===== src/verilog/lcg_pkg.sv =====
// Package of constants for the character geometry configuration block
package lcg_pkg;
  // ---------------------------------------------------------------
  // Field widths and limits
  // ---------------------------------------------------------------
  localparam int unsigned CELL_FIELD_W   = 4;
  localparam int unsigned BYTE_FIELD_W   = 8;
  localparam logic [7:0]  LINE_BYTES_MAX = 8'hEF;   // 240 bytes per line
  localparam logic [3:0]  WIDTH_SPACE_BIT_MASK = 4'h8;
  localparam logic [3:0]  WIDTH_PIX_MASK = 4'h7;
  localparam logic [3:0]  SEG_PIXELS     = 4'h8;    // Display data handled a byte at a time
  localparam logic [3:0]  AC_LINES       = 4'hF;    // Last line index of a 16-line AC period
  // ---------------------------------------------------------------
  // Reset values
  // ---------------------------------------------------------------
  localparam logic [3:0]  WIDTH_RESET    = 4'h7;
  localparam logic [3:0]  HEIGHT_RESET   = 4'h7;
  localparam logic [7:0]  LINE_RESET     = 8'h27;
  localparam logic [7:0]  FRAME_RESET    = 8'h3F;
  // Horizontal pixel phase within a cell
  typedef enum logic [1:0] {LCG_SEG_FIRST, LCG_SEG_SECOND, LCG_SEG_GAP} lcg_seg_t;
endpackage : lcg_pkg

===== src/verilog/lcg_char_geometry.sv =====
// Character cell geometry, line length, AC drive and screen line limits
// What this block does
// - Cell width is width field plus one, for 00 to 07H.
// - Width bit 3 set with an 8-pixel font inserts a blank between characters.
// - Wider cells use 8-pixel byte segments; second byte remainder is blank.
// - Graphics mode uses eight-pixel cells; wider remainder in second byte not shown.
// - AC select clear toggles the frame waveform every 16 scan lines.
// - AC select set gives frame waveform period of two frames.
// - Cell height is height field plus one, 1 to 16 pixels.
// - Line byte count 0 to 239 means 1 to 240 bytes per line.
// - Bytes beyond the programmed count on a line are shown blank.
// - Compensation flag 0 shifts text down one pixel; flag 1 no shift.
// - Single panel limits run 00H to frame value, plus one with compensation.
// - Panel select 0 is single-panel, 1 is dual-panel.
module lcg_char_geometry (
  // Clock and reset
  input  wire logic                    clock,
  input  wire logic                    rst,
  // Configuration from the command decoder
  input  wire logic [lcg_pkg::CELL_FIELD_W-1:0] char_width_field,
  input  wire logic [lcg_pkg::CELL_FIELD_W-1:0] char_height_field,
  input  wire logic [lcg_pkg::BYTE_FIELD_W-1:0] line_byte_count,
  input  wire logic [lcg_pkg::BYTE_FIELD_W-1:0] frame_line_value,
  input  wire logic                    ac_drive_select,
  input  wire logic                    origin_compensation_flag,
  input  wire logic                    panel_drive_select,
  input  wire logic                    graphics_mode,
  input  wire logic                    font_8_pixel,
  // Scan timing from the neighbouring line generator
  input  wire logic                    pixel_tick,
  input  wire logic                    line_end,
  input  wire logic                    frame_end,
  // Pixel data from display memory, one byte per segment
  input  wire logic [7:0]              pixel_byte,
  // Derived geometry
  output logic [4:0]                   cell_width,
  output logic [4:0]                   cell_height,
  output logic [8:0]                   line_bytes,
  output logic [7:0]                   first_screen_line_limit,
  output logic [7:0]                   second_screen_line_limit,
  output logic                         fourth_block_enable,
  output logic                         text_row_offset,
  output logic                         dual_panel,
  // Pixel stream
  output logic                         pixel_out,
  output logic                         pixel_blank,
  output logic                         byte_fetch,
  output logic [7:0]                   byte_index,
  output logic [3:0]                   cell_row,
  output logic                         frame_waveform
);
  import lcg_pkg::*;

  // ---------------------------------------------------------------
  // Configuration decode
  // ---------------------------------------------------------------
  logic       space_en;
  logic [3:0] width_eff;
  logic [3:0] height_eff;
  logic [7:0] line_max;

  // Clamp helper keeps the line byte count inside its legal range
  // A count above the top of the range is refused by holding it at the top,
  // so a bad parameter cannot show bytes past the last column.
  function automatic logic [7:0] clamp_line(input logic [7:0] v);
    clamp_line = (v > LINE_BYTES_MAX) ? LINE_BYTES_MAX : v;
  endfunction : clamp_line

  // Graphics mode forces eight-pixel cells, text uses the field directly unless the gap is enabled
  always_comb begin
    // The gap is a text feature; graphics cells stay exactly one byte wide
    space_en   = ((char_width_field & WIDTH_SPACE_BIT_MASK) != 4'h0) && font_8_pixel
                 && !graphics_mode;
    if (graphics_mode) begin
      width_eff = WIDTH_PIX_MASK;
    end else if (space_en) begin
      width_eff = WIDTH_PIX_MASK;
    end else begin
      width_eff = char_width_field;
    end
    height_eff = char_height_field;
    line_max   = clamp_line(line_byte_count);
  end

  // ---------------------------------------------------------------
  // Registered geometry outputs
  // ---------------------------------------------------------------
  logic [4:0] next_cell_width;
  logic [4:0] next_cell_height;
  logic [8:0] next_line_bytes;
  logic [7:0] next_sl1;
  logic [7:0] next_sl2;
  logic       next_fourth_block_start_address;
  logic       next_offset;
  logic       next_dual;

  // Screen limits depend on panel mode and compensation
  // In dual-panel drive each half scans half the frame; an odd frame value
  // rounds down, so the host keeps the frame line count even in that mode.
  always_comb begin
    next_cell_width  = {1'b0, width_eff} + 5'h01 + {4'h0, space_en};
    next_cell_height = {1'b0, height_eff} + 5'h01;
    next_line_bytes  = {1'b0, line_max} + 9'h001;
    next_dual        = panel_drive_select;
    if (panel_drive_select) begin
      next_sl1  = {1'b0, frame_line_value[7:1]};
      next_sl2  = {1'b0, frame_line_value[7:1]};
      next_fourth_block_start_address = 1'b1;
    end else begin
      // Saturate so an FFH frame value does not wrap to zero
      if (!origin_compensation_flag && frame_line_value != 8'hFF) begin
        next_sl1 = frame_line_value + 8'h01;
      end else begin
        next_sl1 = frame_line_value;
      end
      next_sl2  = next_sl1;
      next_fourth_block_start_address = 1'b0;
    end
    next_offset = ~origin_compensation_flag;
  end

  // Geometry registers; reset shows the power-on character layout, and every clock
  // after reset loads the layout decoded from the configuration inputs
  always_ff @(posedge clock) begin
    if (rst) begin
      cell_width               <= {1'b0, WIDTH_RESET} + 5'h01;
      cell_height              <= {1'b0, HEIGHT_RESET} + 5'h01;
      line_bytes               <= {1'b0, LINE_RESET} + 9'h001;
      first_screen_line_limit  <= FRAME_RESET;
      second_screen_line_limit <= FRAME_RESET;
      fourth_block_enable      <= 1'b0;
      text_row_offset          <= 1'b0;
      dual_panel               <= 1'b0;
    end else begin
      cell_width               <= next_cell_width;
      cell_height              <= next_cell_height;
      line_bytes               <= next_line_bytes;
      first_screen_line_limit  <= next_sl1;
      second_screen_line_limit <= next_sl2;
      fourth_block_enable      <= next_fourth_block_start_address;
      text_row_offset          <= next_offset;
      dual_panel               <= next_dual;
    end
  end

  // ---------------------------------------------------------------
  // Horizontal pixel walk through cells and byte segments
  // ---------------------------------------------------------------
  // Segment, column and byte counters of the pixel walk; the column counts
  // pixels inside the current byte, not inside the whole cell
  lcg_seg_t   seg;
  lcg_seg_t   next_seg;
  logic [3:0] col;
  logic [3:0] next_col;
  logic [7:0] bidx;
  logic [7:0] next_bidx;
  logic       next_pixel;
  logic       next_blank;
  logic       next_fetch;
  logic       wide;
  logic [3:0] seg_last;

  // A cell wider than a byte spans two segments; tail of the second is blank
  // Line end restarts the walk at the first byte and asks for a fresh fetch,
  // so a line cut short never carries a half-drawn cell into the next one.
  // Memory delivers one byte per fetch, leftmost pixel in the top bit.
  always_comb begin
    wide       = (width_eff >= SEG_PIXELS) && !graphics_mode;
    seg_last   = wide ? WIDTH_PIX_MASK : width_eff;
    next_seg   = seg;
    next_col   = col;
    next_bidx  = bidx;
    next_fetch = 1'b0;
    next_blank = 1'b0;
    next_pixel = pixel_out;
    if (line_end) begin
      next_seg   = LCG_SEG_FIRST;
      next_col   = 4'h0;
      next_bidx  = 8'h00;
      next_fetch = 1'b1;
      next_pixel = 1'b0;
      next_blank = 1'b1;
    end else if (pixel_tick) begin
      // Bytes past the programmed count are blanked
      // A blanked pixel is forced low below, so blank slots never leak data
      next_blank = (bidx > line_max);
      case (seg)
        LCG_SEG_FIRST: begin
          next_pixel = pixel_byte[3'(WIDTH_PIX_MASK - col)];
        end
        LCG_SEG_SECOND: begin
          next_pixel = pixel_byte[3'(WIDTH_PIX_MASK - col)];
          if (col > (width_eff - SEG_PIXELS)) begin
            next_blank = 1'b1;
          end
        end
        LCG_SEG_GAP: begin
          next_blank = 1'b1;
        end
        default: begin
          next_blank = 1'b1;
        end
      endcase
      if (next_blank) begin
        next_pixel = 1'b0;
      end
      if (seg == LCG_SEG_GAP) begin
        next_seg = LCG_SEG_FIRST;
        next_col = 4'h0;
      end else if (col == seg_last || col == WIDTH_PIX_MASK) begin
        next_col   = 4'h0;
        next_fetch = 1'b1;
        next_bidx  = bidx + 8'h01;
        if (seg == LCG_SEG_FIRST && wide) begin
          next_seg = LCG_SEG_SECOND;
        end else if (space_en && !graphics_mode) begin
          next_seg = LCG_SEG_GAP;
        end else begin
          next_seg = LCG_SEG_FIRST;
        end
      end else begin
        next_col = col + 4'h1;
      end
    end
  end

  // Pixel walk registers; the blank flag starts high in reset, but any cycle
  // with neither a line end nor a pixel tick clears it again
  always_ff @(posedge clock) begin
    if (rst) begin
      seg         <= LCG_SEG_FIRST;
      col         <= 4'h0;
      bidx        <= 8'h00;
      pixel_out   <= 1'b0;
      pixel_blank <= 1'b1;
      byte_fetch  <= 1'b0;
    end else begin
      seg         <= next_seg;
      col         <= next_col;
      bidx        <= next_bidx;
      pixel_out   <= next_pixel;
      pixel_blank <= next_blank;
      byte_fetch  <= next_fetch;
    end
  end

  // The byte counter is a register, so the index leaves straight from it
  assign byte_index = bidx;

  // ---------------------------------------------------------------
  // Vertical cell row and AC frame waveform
  // ---------------------------------------------------------------
  logic [3:0] row;
  logic [3:0] next_row;
  logic [3:0] ac_cnt;
  logic [3:0] next_ac_cnt;
  logic       next_wf;

  // Two-frame drive flips once per frame, giving a two-frame period.
  // The 16-line counter holds still in that mode, so switching back resumes
  // the line count where it stopped instead of restarting it.
  // Frame end wins over line end for the row, so every frame opens on the
  // top pixel row of its first character line.
  always_comb begin
    next_row       = row;
    next_ac_cnt    = ac_cnt;
    next_wf        = frame_waveform;
    if (frame_end) begin
      next_row       = 4'h0;
      if (ac_drive_select) begin
        next_wf = ~frame_waveform;
      end
    end else if (line_end) begin
      next_row = (row >= height_eff) ? 4'h0 : row + 4'h1;
    end
    if (line_end && !ac_drive_select) begin
      if (ac_cnt == AC_LINES) begin
        next_ac_cnt = 4'h0;
        next_wf     = ~frame_waveform;
      end else begin
        next_ac_cnt = ac_cnt + 4'h1;
      end
    end
  end

  // Row and waveform registers; the waveform starts low out of reset
  // so the drivers see a known polarity on the first frame
  always_ff @(posedge clock) begin
    if (rst) begin
      row            <= 4'h0;
      ac_cnt         <= 4'h0;
      frame_waveform <= 1'b0;
    end else begin
      row            <= next_row;
      ac_cnt         <= next_ac_cnt;
      frame_waveform <= next_wf;
    end
  end

  // The row counter is a register as well, so the output needs no extra stage
  assign cell_row = row;

endmodule : lcg_char_geometry


===== config.mk =====
export PLATFORM = sky130hd
export DESIGN_NAME = lcg_char_geometry
export DESIGN_NICKNAME = d
export VERILOG_FILES = /design/src/verilog/lcg_pkg.sv /design/src/verilog/lcg_char_geometry.sv
export SDC_FILE = /design/constraint.sdc
export NUM_CORES = 1
export LEC_CHECK = 0
export BUFFER_PORTS_ARGS = -buffer_cell sky130_fd_sc_hd__buf_4
export CORE_MARGIN = 1.5
export CORE_UTILIZATION = 52
export CTS_CLUSTER_DIAMETER = 100
export DETAILED_ROUTE_END_ITERATION = 8
export PLACE_DENSITY = 0.81
export SLEW_MARGIN = 20
export SYNTH_ARGS = -nofsm -noshare
export SYNTH_HDL_FRONTEND = slang
export SYNTH_SLANG_ARGS = --single-unit

===== constraint.sdc =====
create_clock -name clock -period 3.6 [get_ports clock]
set_clock_uncertainty 0.05 [all_clocks]
set_input_delay 0.54 -clock clock [delete_from_list [all_inputs] [get_ports clock]]
set_output_delay 0.54 -clock clock [all_outputs]
set_load 0.02 [all_outputs]

* Yosys cells after proc, flatten, opt, wreduce, memory -nomap -nowiden
Cells that the tools add are included.
** Storage, ports and cells
- Register bits :: 56
- Input port bits :: 42
- Output and inout port bits :: 54
** Operators by class
- $add $sub $neg :: 11
- $lt $le $gt $ge :: 6
- Equality and inequality tests :: 6
- Multiplexer cells :: 32
- Bitwise gates (word level) :: 3
- Reduce and logical (&&, ||, !) cells :: 21
** Operators by type and width (count)
- $mux W4 :: 7
- $add A8 B1 Y8 const B :: 2
- $mux W1 :: 16
- $mux W8 :: 2
- $add A4 B1 Y4 const B :: 3
- $add A4 B1 Y5 const B :: 2
- $add A8 B1 Y9 const B :: 1
- $gt A8 B8 Y1 :: 1
- $gt A8 B8 Y1 const B :: 1
- $mux W2 :: 4
- $ne A8 B8 Y1 const B :: 1
- $reduce_or A2 Y1 :: 4
- $logic_and A1 B1 Y1 :: 7
- $mux W7 :: 1
- $add A5 B1 Y5 :: 1
- $eq A4 B3 Y1 const B :: 1
- $eq A4 B4 Y1 :: 1
- $eq A4 B4 Y1 const B :: 1
- $ge A4 B4 Y1 :: 1
- $ge A4 B4 Y1 const B :: 1
- $gt A4 B4 Y1 :: 1
- $lt A3 B4 Y1 const B :: 1
- $reduce_and A2 Y1 :: 2
- $reduce_bool A2 Y1 :: 2
- 11 further kinds :: 15

* Logic depth before layout (Yosys ltp)
- Depth in word-level cells :: 13
- Gate-level depth with buffers :: 10

* Least setup slack after synthesis
OpenSTA, ideal clock, no wires.
- Path type :: input -> register
- Start point :: in line_byte_count[5] in the netlist's numbering
- End point :: reg pixel_out
- Library setup time :: 61 ps
- Data arrival time :: 2626 ps
- Required time :: 3489 ps
- Path slack :: 863 ps
- Stages on the path :: 10
- Path buffers :: 1
- Cells stage by stage :: clkbuf_1 -> nand4_1 -> nand2b_1 -> inv_1 -> ha_1 -> nor2b_1 -> o311ai_0 -> o211ai_1 -> a2111oi_0 -> a32o_1
** Between the ends
- Longest elaborated chain between the ends :: 9
** Ends and longest elaborated chain
- start, declared :: line lcg_char_geometry.sv:22 : input wire logic [lcg_pkg::BYTE_FIELD_W-1:0] line_byte_count,
- $gt A8 B8 Y1 :: line lcg_char_geometry.sv:66 : clamp_line = (v > LINE_BYTES_MAX) ? LINE_BYTES_MAX : v;
- $mux W8 (*) :: line lcg_char_geometry.sv:66
- $gt A8 B8 Y1 (*) :: line lcg_char_geometry.sv:186 : next_blank = (bidx > line_max);
- $mux W1 :: line lcg_char_geometry.sv:193 : if (col > (width_eff - SEG_PIXELS)) begin
- $pmux W1 S2 (*) :: line lcg_char_geometry.sv:187 : case (seg)
- $mux W1 (*) :: line lcg_char_geometry.sv:183 : end else if (pixel_tick) begin
- $mux W1 (*) :: line lcg_char_geometry.sv:176 : if (line_end) begin
- $reduce_bool A2 Y1 (no source line)
- $reduce_and A2 Y1 (no source line)
- end signal, assigned :: line lcg_char_geometry.sv:241 : pixel_out <= next_pixel;
- end, declared :: line lcg_char_geometry.sv:45 : output logic pixel_out,
Every way passes the cells marked *; elsewhere a longest branch is shown, timed or not. The select of a mux whose other input is x is not followed.
A chain may end at the register's enable or synchronous reset.

* Final worst setup path
- Start point :: in line_byte_count[6] in the netlist's numbering
- End point :: reg pixel_out
The elaborated chain is that of the path after synthesis.

==> key figures <==
Critical path
  – Worst R2R Setup Slack: approximately 1.4 ns
  – CP max FO: 6
  – Required @ worst endpoint: 3.80 ns
  – Critical path startpoint category: input pin
  – Crit path kind: input pin to register
  – Worst Setup End Kind: register
  – Worst Path Arrival: 2.74 ns

Yosys
  – Mux cell area share after synthesis: ~4.6%
  – Ys async rst share: 0%
  – Combinational family with the most area after synthesis: simple AND/OR/NAND/NOR gates
  – Seq cells post-synth: 55
  – Sequential-to-total area share from yosys stat: 35.2%
  – Synth Warn #: 0
  – Post-Syn Area: 3120 µm²
  – Post-synthesis net count: 414
  – Post-synth top area share: 35.2%
  – Top cells by area, synth: dfxtp_1 (35%), ha_1 (9.6%), a21oi_1 (3.4%), xor2_1 (3.4%), nor2_1 (3.2%)
  – Xor/xnor share of the synthesized area: 6.45%
  – Commonest cells in the netlist: dfxtp_1 (55), nor2_1 (27), ha_1 (24)
  – Average cell area after synthesis: around 9 µm²
  – Synth Area in Compound Gates: 16.3%
  – Synth Instances: 348
  – Synth Area in Adders: around a tenth
  – Most frequent cell after synthesis: dfxtp_1
  – Most used DFF post-synth: dfxtp_1
  – Yosys cell types: between 50 and 60
  – Synth Area in Simple Gates: 20.9%
  – Post-synth EDFFs: 0
  – Cell taking the most area after synthesis: dfxtp_1

Layout
  – Antenna cell count: 0
  – Finished Core Util: roughly two thirds
  – Number of fillers in the final layout: 484
  – Nets: 495
  – Register Area: 1100 µm²
  – Finished Layout Cells: 505
  – Layout cell share with drive strength beyond 1: 26.0%
  – Post-route cell area: 3900 µm²
  – Layout area overhead: 24.9%
  – Area of the multi-input gates: 1820 µm²

Power
  – Pwr Total: 1.27 mW
  – Peak VDD IR: 183 µV
  – PwrDens: ~330 nW/µm²
  – P_leak: 1.78 nW

Global routing
  – Initial antenna violation count: 0
  – Largest net degree at the start of global routing: 43
  – GRT Overall Usage: roughly 22%
  – GRT overflow: 0
  – Number of global-route vias before repair: 2,573
  – First-pass GRT wire length: 11,100 µm

Placement
  – Dpl cell area: 3800 µm²
  – # placed instances: 497
  – IO buf count: 95
  – Pre-CTS setup slack: 0.765 ns
  – DP HPWL: 5270 µm
  – GP Congestion: 0.800

Route
  – Vias per inst: 5.54
  – TritonRoute pass-1 iters: 4
  – Post-DR wirelength/cell: between 10 and 15 µm
  – First DRT Iteration DRCs: 79
  – Vias: 2,797
  – DRC: 0
  – Routed WL: 6910 µm
  – Routed Antenna Nets: 0

Timing
  – Period utilization: 70.7%
  – Worst-Margin Slew: 0.533 ns
  – Min Hold Slack: around 0.38 ns
  – Slew HR: 63.5%
  – Post-route setup slack: 1.06 ns
  – RSZ-0062 raised after global routing: false
  – Final hold viol count: 0
  – TNS Setup: 0 ns
  – # setup viols final: 0
  – Post-route minimum period: 2.54 ns
  – Fmax: 0.393 GHz
  – Slew Viols, Final: 0

Floorplanning
  – I/O pin cnt: 96
  – Die height: 80.5 µm
  – Die area: 6480 µm²
  – FP Rows: 28
  – Core Box Area: 5850 µm²
  – Die W: 80.5 µm
  – Initial Util: 53.4%

Clock network
  – Postcts setup bufs: 0
  – Inserted Clock Buffers: 5
  – Cts hold-fix bufs: 0
  – Clock Sinks: 55
  – CTS max path bufs: 2
  – Clock slew at reported path FFs: about 0.090 ns
  – Cts repair resizes: 0
  – Clk Latency, worst-skew pair: 0.30 ns
  – H-tree depth: 2
  – CTS tree: built
  – Root Driver: clkbuf_8

Status
  – Run status: finished clean

Run
  – Max-cap violations: 0

Worst hold path
  – Hold Crit Class: input pin to register
cell usage in the layout, fill, tap and decap left out, types with 4 or more instances in the layout:
cell       Yosys  routed
buf_4          9      95
dfxtp_1       55      55
nor2_1        27      27
ha_1          24      24
inv_1         21      21
nand2_1       21      21
a21oi_1       21      21
nand2b_1      12      12
xor2_1        12      12
xnor2_1       11      11
nand4_1       10      10
nand3_1       10      10
nor3_1         9       9
nor2b_1        7       7
mux2i_1        7       7
clkbuf_8       0       7
a21o_1         6       6
and3_1         6       6
a2111oi_0      5       5
o211ai_1       4       4
a31o_2         4       4
or3_1          4       4
o21ai_0        4       4
power by group:
| group | total [mW] | internal [mW] | leakage [nW] | switching (mW) |
|---|---|---|---|---|
| registers | 0.649 | 0.635 | 0.452 | 0.0135 |
| clock network | 0.366 | 0.176 | 0.0515 | 0.190 |
| logic | 0.258 | 0.121 | 1.27 | 0.138 |
cell families after synthesis:
family	count (synthesis)
adder cells (fa/ha/maj)	24
flip-flops	55
AO/OA/AOI/OAI	69
buffers and inverters	42
other	1
XOR/XNOR	23
AND/OR/NAND/NOR	123
multiplexers	11
cell type report:
cell class,instances,area share (%)
repair buffers,95,18.3
multi-input cells,251,46.5
well taps,75,2.40
clock buffers,8,2.56
flip-flops and latches,55,28.2
inverters,21,2.02
worst max-delay path, cell delays in order:
cell,delay [ns]
buf_4,0.11
nand4_1,0.22
nand2b_1,0.17
inv_1,0.05
ha_1,0.28
nor2b_1,0.14
o311ai_0,0.31
o211ai_1,0.14
a2111oi_0,0.55
a32o_1,0.23
registers in the layout, summed over array words and instances (netlist names):
register / cells
fourth_block_enable: 1
byte_index: 8
cell_height: 5
cell_width: 5
ac_cnt: 4
line_bytes: 9
byte_fetch: 1
text_row_offset: 1
frame_waveform: 1
cell_row: 4
seg: 2
pixel_out: 1
col: 4
pixel_blank: 1
second_screen_line_limit: 8
worst paths after layout:
check | from | to | depth (start not counted)
setup / recovery | line_byte_count[6] | pixel_out | 10
hold / removal | char_height_field[0] | cell_height[0] | 2
setup reg to reg | col[0] | byte_index[4] | 5
hold reg to reg | ac_cnt[3] | ac_cnt[3] | 2
layer usage:
metal	track usage [%]	wire, µm
met4	4.66	52
met3	4.66	367
met2	40.1	3490
met5	0	0
met1	24.9	3000
(Power assumes the default switching activity.)
